**src/hdl/fbox_pkg.sv**
```systemverilog
// Constants, types and helpers for the 24-bit function box result section.
// Assumes a single 50 MHz clock and an AXI4-Lite master with 32-bit data.
package fbox_pkg;

  localparam int unsigned DATA_W = 24;

  // Register byte offsets
  localparam logic [7:0] OFS_X      = 8'h00;
  localparam logic [7:0] OFS_Y      = 8'h04;
  localparam logic [7:0] OFS_CTRL   = 8'h08;
  localparam logic [7:0] OFS_CFM    = 8'h0C;
  localparam logic [7:0] OFS_RESULT = 8'h10;
  localparam logic [7:0] OFS_BINARY_CONDITIONS_WORD   = 8'h14;

  localparam logic [31:0] CTRL_RESET = 32'h0000_0018;
  localparam logic [4:0]  LEN_FULL   = 5'h18;

  localparam logic [1:0] UNIT_BIN = 2'h0;
  localparam logic [1:0] UNIT_DEC = 2'h1;

  // Carry-flag manipulate operations
  localparam logic [1:0] CFM_CLEAR  = 2'h0;
  localparam logic [1:0] CFM_SET    = 2'h1;
  localparam logic [1:0] CFM_CARRY  = 2'h2;
  localparam logic [1:0] CFM_BORROW = 2'h3;

  localparam logic [1:0] RESP_OKAY   = 2'h0;
  localparam logic [1:0] RESP_SLVERR = 2'h2;

  localparam logic [3:0] DIGIT_NINE = 4'h9;
  localparam logic [3:0] DIGIT_SIX  = 4'h6;

  typedef enum logic [3:0] {
    FN_ARITH, FN_INV_X, FN_INV_Y, FN_AND, FN_XOR, FN_OR, FN_MASK_X, FN_MASK_Y
  } func_e;

  typedef struct packed {
    logic        carry_flag_bit;
    logic [10:0] rsv_a;
    func_e       func;
    logic [3:0]  rsv_b;
    logic        sub_mode;
    logic        rsv_c;
    logic [1:0]  unit_mode;
    logic [2:0]  rsv_d;
    logic [4:0]  operand_length_field;
  } ctrl_s;

  typedef struct packed {
    logic y_low_unit_cond;
    logic carry_flag_bit;
    logic borrow_out_level;
    logic length_carry_out;
  } binary_conditions_word_s;

  // Low-order mask of the given length, all ones from 24 upward
  function automatic logic [23:0] len_mask(input logic [4:0] len);
    logic [23:0] m;
    m = 24'h000000;
    for (int i = 0; i < 24; i++) begin
      m[i] = (5'(i) < len);
    end
    return m;
  endfunction

  function automatic logic [31:0] apply_strb(input logic [31:0] old,
                                             input logic [31:0] wd,
                                             input logic [3:0]  strb);
    logic [31:0] r;
    r = old;
    for (int b = 0; b < 4; b++) begin
      if (strb[b]) begin
        r[b*8 +: 8] = wd[b*8 +: 8];
      end
    end
    return r;
  endfunction

endpackage

```
**src/hdl/fbox_results.sv**
```systemverilog
// Result section of the 24-bit function box behind an AXI4-Lite slave.
// Assumes one clock, synchronous active-low reset, one transfer at a time.
//
// Implementation choices: the address map and the AXI4-Lite register port.
`timescale 1ns/10ps
`default_nettype none

module fbox_results (
  // Clock and reset
  input  wire logic        aclk,
  input  wire logic        aresetn,
  // Write address channel
  input  wire logic        awvalid,
  output var  logic        awready,
  input  wire logic [7:0]  awaddr,
  input  wire logic [2:0]  awprot,
  // Write data channel
  input  wire logic        wvalid,
  output var  logic        wready,
  input  wire logic [31:0] wdata,
  input  wire logic [3:0]  wstrb,
  // Write response channel
  output var  logic        bvalid,
  input  wire logic        bready,
  output var  logic [1:0]  bresp,
  // Read address channel
  input  wire logic        arvalid,
  output var  logic        arready,
  input  wire logic [7:0]  araddr,
  input  wire logic [2:0]  arprot,
  // Read data channel
  output var  logic        rvalid,
  input  wire logic        rready,
  output var  logic [31:0] rdata,
  output var  logic [1:0]  rresp,
  // Results toward the datapath
  output var  logic [23:0] main_exchange,
  output var  logic [3:0]  binary_conditions_word
);

  typedef struct packed {
    logic [23:0] res;
    logic [24:0] cv;
  } arith_s;

  logic [23:0]          x_r;
  logic [23:0]          y_r;
  fbox_pkg::ctrl_s      ctrl_r;
  logic [23:0]          result_r;
  fbox_pkg::binary_conditions_word_s      binary_conditions_word_r;
  logic                 aw_got_r;
  logic                 w_got_r;
  logic [7:0]           waddr_r;
  logic [31:0]          wdata_r;
  logic [3:0]           wstrb_r;
  logic                 awready_r;
  logic                 wready_r;
  logic                 bvalid_r;
  logic [1:0]           bresp_r;
  logic                 arready_r;
  logic                 rvalid_r;
  logic [31:0]          rdata_r;
  logic [1:0]           rresp_r;

  logic                 wr_fire;
  logic [4:0]           len;
  logic [23:0]          mask;
  logic                 dec;
  logic                 sub;
  logic                 cf;
  arith_s               ar;
  logic [23:0]          gen_t;
  logic [23:0]          prop_t;
  logic [23:0]          result_nxt;
  fbox_pkg::binary_conditions_word_s      binary_conditions_word_nxt;
  logic [24:0]          wide_sum;
  logic                 len_carry_ref;

  // Per-bit ripple adder with decimal stage correction every four bits.
  // Subtraction adds the inverted Y with the inverted carry flag as carry-in.
  function automatic arith_s arith(input logic [23:0] a,
                                   input logic [23:0] b,
                                   input logic        flag,
                                   input logic        do_sub,
                                   input logic        do_dec);
    arith_s     o;
    logic       c;
    logic       bi;
    logic       dc;
    logic [3:0] dg;
    o = '0;
    c = do_sub ? ~flag : 1'b0;
    o.cv[0] = c;
    for (int d = 0; d < 6; d++) begin
      for (int k = 0; k < 4; k++) begin
        bi = do_sub ? ~b[d*4+k] : b[d*4+k];
        dg[k] = a[d*4+k] ^ bi ^ c;
        c = (a[d*4+k] & bi) | ((a[d*4+k] ^ bi) & c);
        o.cv[d*4+k+1] = c;
      end
      if (do_dec && !do_sub) begin
        dc = c | (dg[3] & dg[1]) | (dg[3] & dg[2]);
        if (dc) begin
          dg = dg + fbox_pkg::DIGIT_SIX;
        end
        c = dc;
        o.cv[d*4+4] = c;
      end
      if (do_dec && do_sub && !c) begin
        // Borrow left as produced by the binary stage
        dg = dg - fbox_pkg::DIGIT_SIX;
      end
      o.res[d*4 +: 4] = dg;
    end
    return o;
  endfunction

  // Datapath decode
  always_comb begin
    len    = (ctrl_r.operand_length_field > fbox_pkg::LEN_FULL) ?
             fbox_pkg::LEN_FULL : ctrl_r.operand_length_field;
    mask   = fbox_pkg::len_mask(len);
    dec    = (ctrl_r.unit_mode == fbox_pkg::UNIT_DEC);
    sub    = ctrl_r.sub_mode;
    cf     = ctrl_r.carry_flag_bit;
    ar     = arith(x_r, y_r, cf, sub, dec);
    gen_t  = x_r & y_r & {24{~sub}};
    prop_t = (x_r ^ y_r) & {24{~sub}};
  end

  // Function select onto the main exchange
  always_comb begin
    case (ctrl_r.func)
      fbox_pkg::FN_ARITH:  result_nxt = ar.res & mask;
      fbox_pkg::FN_INV_X:  result_nxt = ~x_r & mask;
      fbox_pkg::FN_INV_Y:  result_nxt = ~y_r & mask;
      fbox_pkg::FN_AND:    result_nxt = gen_t & mask;
      fbox_pkg::FN_XOR:    result_nxt = prop_t & mask;
      fbox_pkg::FN_OR:     result_nxt = (x_r | y_r) & mask;
      fbox_pkg::FN_MASK_X: result_nxt = x_r & mask;
      fbox_pkg::FN_MASK_Y: result_nxt = y_r & mask;
      default:             result_nxt = 24'h000000;
    endcase
  end

  // Binary conditions
  always_comb begin
    binary_conditions_word_nxt.y_low_unit_cond = (ctrl_r.unit_mode == fbox_pkg::UNIT_BIN) ?
                               y_r[0] :
                               (y_r[3:0] == fbox_pkg::DIGIT_NINE);
    binary_conditions_word_nxt.carry_flag_bit   = cf;
    // Full width, length field plays no part
    binary_conditions_word_nxt.borrow_out_level = (x_r < y_r) || ((x_r == y_r) && cf);
    // In subtract mode the adder carry is reported as a borrow
    if (len == 5'h00) begin
      binary_conditions_word_nxt.length_carry_out = cf;
    end else begin
      binary_conditions_word_nxt.length_carry_out = ar.cv[len] ^ sub;
    end
  end

  always_ff @(posedge aclk) begin
    if (!aresetn) begin
      result_r <= 24'h000000;
      binary_conditions_word_r   <= '0;
    end else begin
      result_r <= result_nxt;
      binary_conditions_word_r   <= binary_conditions_word_nxt;
    end
  end

  // Write channel handshakes; address and data may come in either order
  assign wr_fire = aw_got_r && w_got_r && !bvalid_r;

  always_ff @(posedge aclk) begin
    if (!aresetn) begin
      aw_got_r  <= 1'b0;
      w_got_r   <= 1'b0;
      waddr_r   <= 8'h00;
      wdata_r   <= 32'h0000_0000;
      wstrb_r   <= 4'h0;
      awready_r <= 1'b1;
      wready_r  <= 1'b1;
      bvalid_r  <= 1'b0;
      bresp_r   <= fbox_pkg::RESP_OKAY;
    end else begin
      if (awvalid && awready_r) begin
        aw_got_r  <= 1'b1;
        waddr_r   <= awaddr;
        awready_r <= 1'b0;
      end
      if (wvalid && wready_r) begin
        w_got_r  <= 1'b1;
        wdata_r  <= wdata;
        wstrb_r  <= wstrb;
        wready_r <= 1'b0;
      end
      if (wr_fire) begin
        aw_got_r <= 1'b0;
        w_got_r  <= 1'b0;
        bvalid_r <= 1'b1;
        case (waddr_r)
          fbox_pkg::OFS_X, fbox_pkg::OFS_Y, fbox_pkg::OFS_CTRL,
          fbox_pkg::OFS_CFM, fbox_pkg::OFS_RESULT,
          fbox_pkg::OFS_BINARY_CONDITIONS_WORD: bresp_r <= fbox_pkg::RESP_OKAY;
          default:            bresp_r <= fbox_pkg::RESP_SLVERR;
        endcase
      end
      if (bvalid_r && bready) begin
        bvalid_r  <= 1'b0;
        awready_r <= 1'b1;
        wready_r  <= 1'b1;
      end
    end
  end

  // Register writes; result and conditions words ignore writes
  always_ff @(posedge aclk) begin
    if (!aresetn) begin
      x_r <= 24'h000000;
      y_r <= 24'h000000;
    end else if (wr_fire) begin
      if (waddr_r == fbox_pkg::OFS_X) begin
        x_r <= 24'(fbox_pkg::apply_strb({8'h00, x_r}, wdata_r, wstrb_r));
      end
      if (waddr_r == fbox_pkg::OFS_Y) begin
        y_r <= 24'(fbox_pkg::apply_strb({8'h00, y_r}, wdata_r, wstrb_r));
      end
    end
  end

  always_ff @(posedge aclk) begin
    if (!aresetn) begin
      ctrl_r <= fbox_pkg::CTRL_RESET;
    end else if (wr_fire && waddr_r == fbox_pkg::OFS_CTRL) begin
      ctrl_r <= fbox_pkg::apply_strb(ctrl_r, wdata_r, wstrb_r) &
                32'h800F_0B1F;
    end else if (wr_fire && waddr_r == fbox_pkg::OFS_CFM && wstrb_r[0]) begin
      // Software stores a detected carry or borrow for the next word pair
      case (wdata_r[1:0])
        fbox_pkg::CFM_CLEAR:  ctrl_r.carry_flag_bit <= 1'b0;
        fbox_pkg::CFM_SET:    ctrl_r.carry_flag_bit <= 1'b1;
        fbox_pkg::CFM_CARRY:  ctrl_r.carry_flag_bit <= binary_conditions_word_r.length_carry_out;
        fbox_pkg::CFM_BORROW: ctrl_r.carry_flag_bit <= binary_conditions_word_r.borrow_out_level;
        default:              ctrl_r.carry_flag_bit <= cf;
      endcase
    end
  end

  // Read channel
  always_ff @(posedge aclk) begin
    if (!aresetn) begin
      arready_r <= 1'b1;
      rvalid_r  <= 1'b0;
      rdata_r   <= 32'h0000_0000;
      rresp_r   <= fbox_pkg::RESP_OKAY;
    end else begin
      if (arvalid && arready_r) begin
        arready_r <= 1'b0;
        rvalid_r  <= 1'b1;
        rresp_r   <= fbox_pkg::RESP_OKAY;
        case (araddr)
          fbox_pkg::OFS_X:      rdata_r <= {8'h00, x_r};
          fbox_pkg::OFS_Y:      rdata_r <= {8'h00, y_r};
          fbox_pkg::OFS_CTRL:   rdata_r <= ctrl_r;
          fbox_pkg::OFS_CFM:    rdata_r <= 32'h0000_0000;
          fbox_pkg::OFS_RESULT: rdata_r <= {8'h00, result_r};
          fbox_pkg::OFS_BINARY_CONDITIONS_WORD:   rdata_r <= {28'h0000000, binary_conditions_word_r};
          default: begin
            rdata_r <= 32'h0000_0000;
            rresp_r <= fbox_pkg::RESP_SLVERR;
          end
        endcase
      end
      if (rvalid_r && rready) begin
        rvalid_r  <= 1'b0;
        arready_r <= 1'b1;
      end
    end
  end

  assign awready                = awready_r;
  assign wready                 = wready_r;
  assign bvalid                 = bvalid_r;
  assign bresp                  = bresp_r;
  assign arready                = arready_r;
  assign rvalid                 = rvalid_r;
  assign rdata                  = rdata_r;
  assign rresp                  = rresp_r;
  assign main_exchange          = result_r;
  assign binary_conditions_word = binary_conditions_word_r;

  AST_BORROW_LESS: assert property (
    @(posedge aclk) disable iff (!aresetn)
    (x_r < y_r) |=> binary_conditions_word[1])
    else $error("borrow-out missing for X below Y");

  AST_BORROW_EQUAL: assert property (
    @(posedge aclk) disable iff (!aresetn)
    (x_r == y_r) |=> (binary_conditions_word[1] == $past(cf)))
    else $error("borrow-out wrong for equal operands");

  AST_BORROW_FULL: assert property (
    @(posedge aclk) disable iff (!aresetn)
    (x_r > y_r) |=> !binary_conditions_word[1])
    else $error("borrow-out set for X above Y");

  AST_LEN_ZERO_CARRY: assert property (
    @(posedge aclk) disable iff (!aresetn)
    (len == 5'h00) |=> (binary_conditions_word[0] == $past(cf)))
    else $error("carry-out does not follow carry flag at length zero");

  AST_LOW_UNIT_BIN: assert property (
    @(posedge aclk) disable iff (!aresetn)
    (ctrl_r.unit_mode == fbox_pkg::UNIT_BIN)
      |=> (binary_conditions_word[3] == $past(y_r[0])))
    else $error("binary low-unit condition wrong");

  AST_LOW_UNIT_DEC: assert property (
    @(posedge aclk) disable iff (!aresetn)
    dec |=> (binary_conditions_word[3] == ($past(y_r[3:0]) == 4'h9)))
    else $error("decimal low-unit condition wrong");

  AST_MASK_X: assert property (
    @(posedge aclk) disable iff (!aresetn)
    (ctrl_r.func == fbox_pkg::FN_MASK_X)
      |=> (main_exchange == ($past(x_r) & $past(mask))))
    else $error("mask of X wrong");

  AST_INV_Y: assert property (
    @(posedge aclk) disable iff (!aresetn)
    (ctrl_r.func == fbox_pkg::FN_INV_Y)
      |=> (main_exchange == (~$past(y_r) & $past(mask))))
    else $error("invert of Y wrong");

  AST_AND_ADD: assert property (
    @(posedge aclk) disable iff (!aresetn)
    (ctrl_r.func == fbox_pkg::FN_AND && !sub)
      |=> (main_exchange == ($past(x_r) & $past(y_r) & $past(mask))))
    else $error("AND result wrong in add mode");

  AST_CF_SET: assert property (
    @(posedge aclk) disable iff (!aresetn)
    (wr_fire && waddr_r == fbox_pkg::OFS_CFM && wstrb_r[0] &&
     wdata_r[1:0] == fbox_pkg::CFM_SET) |=> ##1 binary_conditions_word[2])
    else $error("carry flag not set by manipulate command");

  AST_CF_CLEAR: assert property (
    @(posedge aclk) disable iff (!aresetn)
    (wr_fire && waddr_r == fbox_pkg::OFS_CFM && wstrb_r[0] &&
     wdata_r[1:0] == fbox_pkg::CFM_CLEAR) |=> ##1 !binary_conditions_word[2])
    else $error("carry flag not cleared by manipulate command");

  AST_INV_X: assert property (
    @(posedge aclk) disable iff (!aresetn)
    (ctrl_r.func == fbox_pkg::FN_INV_X)
      |=> (main_exchange == (~$past(x_r) & $past(mask))))
    else $error("invert of X wrong");

  AST_XOR_ADD: assert property (
    @(posedge aclk) disable iff (!aresetn)
    (ctrl_r.func == fbox_pkg::FN_XOR && !sub)
      |=> (main_exchange == (($past(x_r) ^ $past(y_r)) & $past(mask))))
    else $error("exclusive-OR result wrong in add mode");

  AST_OR: assert property (
    @(posedge aclk) disable iff (!aresetn)
    (ctrl_r.func == fbox_pkg::FN_OR)
      |=> (main_exchange == (($past(x_r) | $past(y_r)) & $past(mask))))
    else $error("OR result wrong");

  AST_MASK_Y: assert property (
    @(posedge aclk) disable iff (!aresetn)
    (ctrl_r.func == fbox_pkg::FN_MASK_Y)
      |=> (main_exchange == ($past(y_r) & $past(mask))))
    else $error("mask of Y wrong");

  // Plain wide sum of the masked operands, kept apart from the ripple
  // adder so the length carry is checked against a second model
  assign wide_sum      = {1'b0, x_r & mask} + {1'b0, y_r & mask};
  assign len_carry_ref = wide_sum[len];

  AST_LEN_CARRY_ADD: assert property (
    @(posedge aclk) disable iff (!aresetn)
    (!sub && !dec && len != 5'h00)
      |=> (binary_conditions_word[0] == $past(len_carry_ref)))
    else $error("length carry-out wrong for binary add");

endmodule // fbox_results

`default_nettype wire

```
**config.mk**
```make
export PLATFORM = sky130hd
export DESIGN_NAME = fbox_results
export DESIGN_NICKNAME = d
export VERILOG_FILES = /design/src/hdl/fbox_pkg.sv /design/src/hdl/fbox_results.sv
export SDC_FILE = /design/constraint.sdc
export NUM_CORES = 1
export LEC_CHECK = 0
export BUFFER_PORTS_ARGS = -buffer_cell sky130_fd_sc_hd__buf_2
export CAP_MARGIN = 20
export CORE_MARGIN = 2
export CORE_UTILIZATION = 45
export DETAILED_ROUTE_END_ITERATION = 10
export GPL_TIMING_DRIVEN = 0
export PLACE_DENSITY = 0.65
export SLEW_MARGIN = 30
export SYNTH_ARGS = -nofsm -noshare
export SYNTH_HDL_FRONTEND = slang
export SYNTH_SLANG_ARGS = --single-unit
```
**constraint.sdc**
```tcl
create_clock -name aclk -period 13 [get_ports aclk]
set_input_delay 1.95 -clock aclk [delete_from_list [all_inputs] [get_ports aclk]]
set_output_delay 1.95 -clock aclk [all_outputs]
set_load 0.01 [all_outputs]
```
# Yosys cells after proc, flatten, opt, wreduce, memory -nomap -nowiden
# Cells that the tools add are included.
totals:
  word_cells: 391
  input_bits: 65
  ff_bits: 176
  out_inout_bits: 69
op_classes:
  n_addsub: 12
  bitwise_logic: 187
  reduce_logical: 50
  mux: 62
  order_cmp: 27
  eq_ne: 24
ops:
  columns: ["op", "n"]
  rows:
  - ["$and A24 B24 Y24", 11]
  - ["$pmux W24 S8", 1]
  - ["$pmux W32 S5", 1]
  - ["$mux W4", 18]
  - ["$and A1 B1 Y1", 60]
  - ["$xor A1 B1 Y1", 49]
  - ["$not A24 Y24", 2]
  - ["$lt A4 B5 Y1 const A", 8]
  - ["$lt A5 B5 Y1 const A", 8]
  - ["$mux W1", 36]
  - ["$or A1 B1 Y1", 36]
  - ["$eq A8 B4 Y1 const B", 4]
  - ["$eq A8 B5 Y1 const B", 4]
  - ["$not A1 Y1", 27]
  - ["$add A4 B3 Y4 const B", 6]
  - ["$eq A24 B24 Y1", 1]
  - ["$lt A24 B24 Y1", 1]
  - ["$or A24 B24 Y24", 1]
  - ["$sub A4 B3 Y4 const B", 6]
  - ["$xor A24 B24 Y24", 1]
  - ["$lt A3 B5 Y1 const A", 4]
  - ["$logic_and A1 B1 Y1", 19]
  - ["$reduce_and A3 Y1", 6]
  - ["$eq A4 B3 Y1 const B", 4]
  - ["26 further kinds", 48]

# Depth between registers and ports, before layout
depth:
  ltp_word: 74
  mapped_depth: 53

# Least setup slack after synthesis
# Ideal clock, no wire load.
synth_timing:
  kind: "reg2reg"
  from: "reg ctrl_r (netlist bit sub)"
  to: "reg binary_conditions_word_r (netlist bit binary_conditions_word[0])"
  arrival_ps: 13106
  path_slack_ps: -225
  setup_ps: 120
  path_stages_with_launch: 51
  synth_period_minus_slack_ps: 13225
  t_required_ps: 12880
  path_cell_list: "dfxtp_1 buf_1 buf_1 xnor2_1 fa_1 inv_1 fa_1 fa_1 inv_1 fa_1 o21bai_1 o21a_1 fa_1 inv_1 fa_1 fa_1 inv_1 fa_1 (+15 left out) o31a_1 fa_1 inv_1 fa_1 fa_1 inv_1 fa_1 o31a_1 fa_1 fa_1 fa_1 fa_1 a21oi_1 nand2_1 a32o_1 a2111oi_4 a2111oi_1 a211o_1"
synth_via:
  elab_chain_cells: 72
synth_rtl:
  columns: ["item", "line", "text"]
  rows:
  - ["from (decl)", "fbox_results.sv:48", "fbox_pkg::ctrl_s ctrl_r;"]
  - ["from (signal assigned)", "fbox_results.sv:234", "ctrl_r <= fbox_pkg::CTRL_RESET;"]
  - ["from (signal assigned)", "fbox_results.sv:236", "ctrl_r <= fbox_pkg::apply_strb(ctrl_r, wdata_r, wstrb_r) &"]
  - ["$mux W1", "fbox_results.sv:96", "bi = do_sub ? ~b[d*4+k] : b[d*4+k];"]
  - ["$xor A1 B1 Y1", "fbox_results.sv:98", "c = (a[d*4+k] & bi) | ((a[d*4+k] ^ bi) & c);"]
  - ["$and A1 B1 Y1", "fbox_results.sv:98", null]
  - ["$or A1 B1 Y1", "fbox_results.sv:98", null]
  - ["$and A1 B1 Y1", "fbox_results.sv:98", null]
  - ["$or A1 B1 Y1", "fbox_results.sv:98", null]
  - ["$and A1 B1 Y1", "fbox_results.sv:98", null]
  - ["$or A1 B1 Y1", "fbox_results.sv:98", null]
  - ["(+55 left out)", null, null]
  - ["$and A1 B1 Y1 / $xor A1 B1 Y1 (equally long branches)", "fbox_results.sv:98, fbox_results.sv:97", null]
  - ["$or A1 B1 Y1 / $and A1 B1 Y1 (equally long branches)", "fbox_results.sv:98, fbox_results.sv:102", null]
  - ["$or A1 B1 Y1 (2 in series)", "fbox_results.sv:102", "dc = c | (dg[3] & dg[1]) | (dg[3] & dg[2]);"]
  - ["$mux W1", "fbox_results.sv:101", "if (do_dec && !do_sub) begin"]
  - ["$bmux W1 S5", "fbox_results.sv:158", "binary_conditions_word_nxt.length_carry_out = ar.cv[len] ^ sub;"]
  - ["$mux W1 (not written as such)", "fbox_results.sv:158", null]
  - ["$xor A1 B1 Y1 *", "fbox_results.sv:158", null]
  - ["$mux W1 *", "fbox_results.sv:155", "if (len == 5'h00) begin"]
  - ["to (signal assigned)", "fbox_results.sv:168", "binary_conditions_word_r <= binary_conditions_word_nxt;"]
  - ["to (decl)", "fbox_results.sv:50", "fbox_pkg::binary_conditions_word_s binary_conditions_word_r;"]
# Mark *: on every way between the ends. The rest lies on a longest branch, timed or not. The select of a mux whose other input is x is not followed.
# A chain may end at the register's enable or synchronous reset.

# Worst setup path after layout
layout_timing:
  from: "reg ctrl_r (netlist bit sub)"
  to: "reg result_r[23], in the netlist main_exchange[23]"
layout_via:
  elab_chain_cells: 73
layout_rtl:
  columns: ["item", "line", "text"]
  rows:
  - ["parallel branches: the longest is 72 deep, another holds $mux W1", null, null]
  - ["$pmux W24 S8 *", "fbox_results.sv:133", "case (ctrl_r.func)"]
  - ["to (signal assigned)", "fbox_results.sv:167", "result_r <= result_nxt;"]
  - ["to (decl)", "fbox_results.sv:49", "logic [23:0] result_r;"]
# Every way passes the cells marked *.

==> impl_metrics.json <==
{
  "synth_seq_area_share_pct": 29.0,
  "hold_viol_final": 0,
  "syn_area_per_cell_um2": 7.84,
  "max_freq_mhz": 79.0,
  "critPathKind": "flop to flop",
  "dr.pass1.iters": 5,
  "h-tree-depth": 4,
  "synth_edf_count": 0,
  "period_needed_ps": 12650,
  "fin_util_pct": 53.4,
  "cts.path.max_buffers": 2,
  "status": "complete, no violations",
  "crit_top_cell": "fa_2",
  "p_comb_share_pct": 6.3,
  "antenna_cells": 0,
  "max-slew-margin-rel_pct": 30.9,
  "grt_pass1_wl_um": 62600,
  "clockRootBuffer": "clkbuf_16",
  "sw_frac_of_total_pct": 28.6,
  "worstMarginPinSlew_ps": 1030,
  "maxSlewViolCount": 0,
  "dp_hpwl_um": 32400,
  "wl_per_cell_um": 21.7,
  "drt_iter0_drc": 891,
  "wl_met3_um": 3780,
  "core.rowCount": 57,
  "gr-usage-all-layers_pct": 31.8,
  "p_total_mw": 1.10,
  "max_cap_violations": 0,
  "port_buffers": 109,
  "syn_inst": 1411,
  "whs_ps": 457,
  "detail-route-antenna-nets": 0,
  "end_kind": "flop",
  "power_frac_seq_pct": 46.2,
  "ir_drop_mv": 0.0929,
  "wl_met2_um": 17800,
  "drcViolationCount": 0,
  "yosys_register_bits": 160,
  "via_count": 11100,
  "die_w_um": 161,
  "setup_viol": 0,
  "layout_common_cells": "nand2_1 (206), dfxtp_1 (156), a21oi_1 (155)",
  "cpMaxStageDelayCell": "fa_2",
  "critPathRequiredTime_ps": 13310,
  "p_leak_nw": 4.96,
  "area_growth_pct": 17.1,
  "fin_nets": 1737,
  "netlist_area_mm2": 0.0111,
  "internal-power_mw": 0.789,
  "clk_latency_ps": 450,
  "ioPinCount": 134,
  "die_area_mm2": 0.0258,
  "ys_warn_count": 0,
  "antenna_found_initial": 0,
  "synth.distinct_cells": 72,
  "clk_pin_slew_worst_paths_ps": 80,
  "slowest_delay_ps": 600,
  "drt-total-wl_um": 41300,
  "synthArstFlopShare_pct": 0,
  "drt-met1-wl_um": 17900,
  "cts_tree": "built",
  "gp_congestion": 0.994,
  "initial_core_util_pct": 45.6,
  "overflow": 0,
  "layout_commonest_cell": "nand2_1",
  "top_layer": "met4",
  "nFillCells": 2383,
  "via_per_inst": 5.86,
  "hold_path.class": "flop to flop",
  "drive_above_1_share_pct": 15.1,
  "setup_tns_ps": 0,
  "cp-start-kind": "flop",
  "core_area_mm2": 0.0242,
  "p_clk_share_pct": 47.5,
  "cp_max_fo": 5,
  "grt_pass1_vias": 10500,
  "ys.flop_type": "dfxtp_1",
  "die_y_um": 161,
  "grt_start_max_net_pins": 19,
  "worst_clock_skew_ps": 12.2,
  "cts_sinks": 160,
  "powerDensity_mw_per_mm2": 85.4,
  "power_switching_mw": 0.316,
  "cts_buffers": 17,
  "post-route-period-util_pct": 97.3,
  "worstPathArrival_ps": 12960
}
[worst paths after layout]
path	from	end	slack, ps	depth (start not counted)
setup / recovery	sub	main_exchange[23]	350	51
hold / removal	rdata[11]	rdata[11]	460	2
setup reg to reg	sub	main_exchange[23]	350	51
hold reg to reg	rdata[11]	rdata[11]	460	2
[layout make-up]
type	count	area, um^2	area share [%]
multi-input combinational	1061	7240	55.9
clock buffer	18	439	3.39
timing repair buffer	128	688	5.32
tap	324	405	3.13
buffer	103	443	3.42
sequential	160	3210	24.8
clock inverter	14	169	1.31
inverter	93	349	2.70
[per-stage QoR]
| stage | std cells | setup WS, ps | cell area (um^2) |
|---|---|---|---|
| detailed placement | 1852 | -1820 | 12000 |
| floorplan | 1419 | 123 | 11100 |
| CTS | 1896 | 11.5 | 12800 |
| global placement | 1852 | -1870 | 12000 |
| finish | 1901 | 350 | 12900 |
| global route | 1901 | -29.1 | 12900 |
[per-layer routing]
metal  track usage, %  vias up
li1                 -     5261
met1             44.4     5189
met2             48.7      578
met3             4.88      112
met4             14.3        0
met5                0        -
[Yosys cell counts, types with 3 or more instances]
library cell | count | area, um^2
nand2_1 | 206 | 773
dfxtp_1 | 160 | 3200
a21oi_1 | 156 | 781
nor2_1 | 104 | 390
inv_1 | 91 | 342
clkbuf_1 | 86 | 323
ha_1 | 84 | 1050
o21ai_0 | 68 | 340
mux2i_1 | 60 | 601
nand3_1 | 59 | 295
a22oi_1 | 29 | 218
fa_1 | 24 | 480
xnor2_1 | 23 | 201
a2111oi_0 | 19 | 166
nor3_1 | 18 | 90.1
a221oi_1 | 16 | 140
xor2_1 | 14 | 123
o221ai_1 | 12 | 105
a211oi_1 | 11 | 82.6
o22ai_1 | 11 | 68.8
buf_4 | 9 | 67.6
nor2b_1 | 9 | 56.3
or3_1 | 9 | 56.3
and2_1 | 8 | 50.1
nor4_1 | 8 | 50.1
a21o_1 | 7 | 52.6
a31oi_1 | 7 | 43.8
nand2b_1 | 7 | 43.8
and3_1 | 6 | 37.5
buf_1 | 5 | 18.8
buf_2 | 5 | 25.0
mux2_2 | 5 | 56.3
mux4_2 | 5 | 113
o21bai_1 | 5 | 37.5
o31ai_1 | 5 | 37.5
a2111oi_1 | 4 | 40.0
nand3b_1 | 4 | 30.0
nor3b_1 | 3 | 22.5
o31a_1 | 3 | 26.3
[sequential cells by signal, indices dropped and copies added (netlist names), 4 cells and up]
name                    cells
binary_conditions_word      4
wstrb_r                     4
wdata_r                    25
rdata                      25
y_r                        24
x_r                        24
ctrl_r                     11
main_exchange              24
waddr_r                     8
[cell families after synthesis]
group,Yosys count,share of synthesized area (%)
AOI/OAI and AO/OA,384,22.1
xor gates and xnor gates,37,2.93
adders and majority gates,108,13.9
buffers and inverters,198,7.08
DFF,160,29.0
muxes,70,6.96
other,1,0.0339
and+or+nand+nor,453,18.1
[worst max-delay path, delay by kind of cell, from the launching register on]
family | cells | cell delay, ps
flops | 1 | 370
fa+ha+maj | 25 | 8700
buf+inv | 12 | 830
xor+xnor | 2 | 320
compound gates | 10 | 2050
simple gates | 2 | 180
[power by group through the flow]
stage / Combinational, mW / Sequential, mW / Clock, mW
3_5_place_dp: 0.0698 / 0.522 / 0
4_1_cts: 0.0701 / 0.510 / 0.526
5_1_grt: 0.0777 / 0.512 / 0.546
3_3_place_gp: 0.0692 / 0.521 / 0
2_1_floorplan: 0.0409 / 0.519 / 0
6_report: 0.0701 / 0.510 / 0.524
[timing repair]
item / CTS / global route
hold buffers: 0 / 0
setup buffers: 14 / 5
cloned: 0 / 0
pin swaps: 20 / 18
resized for setup: 37 / 17
setup endpoints to repair: 4 / 4
Note: power is estimated with default switching activity, not from simulation.
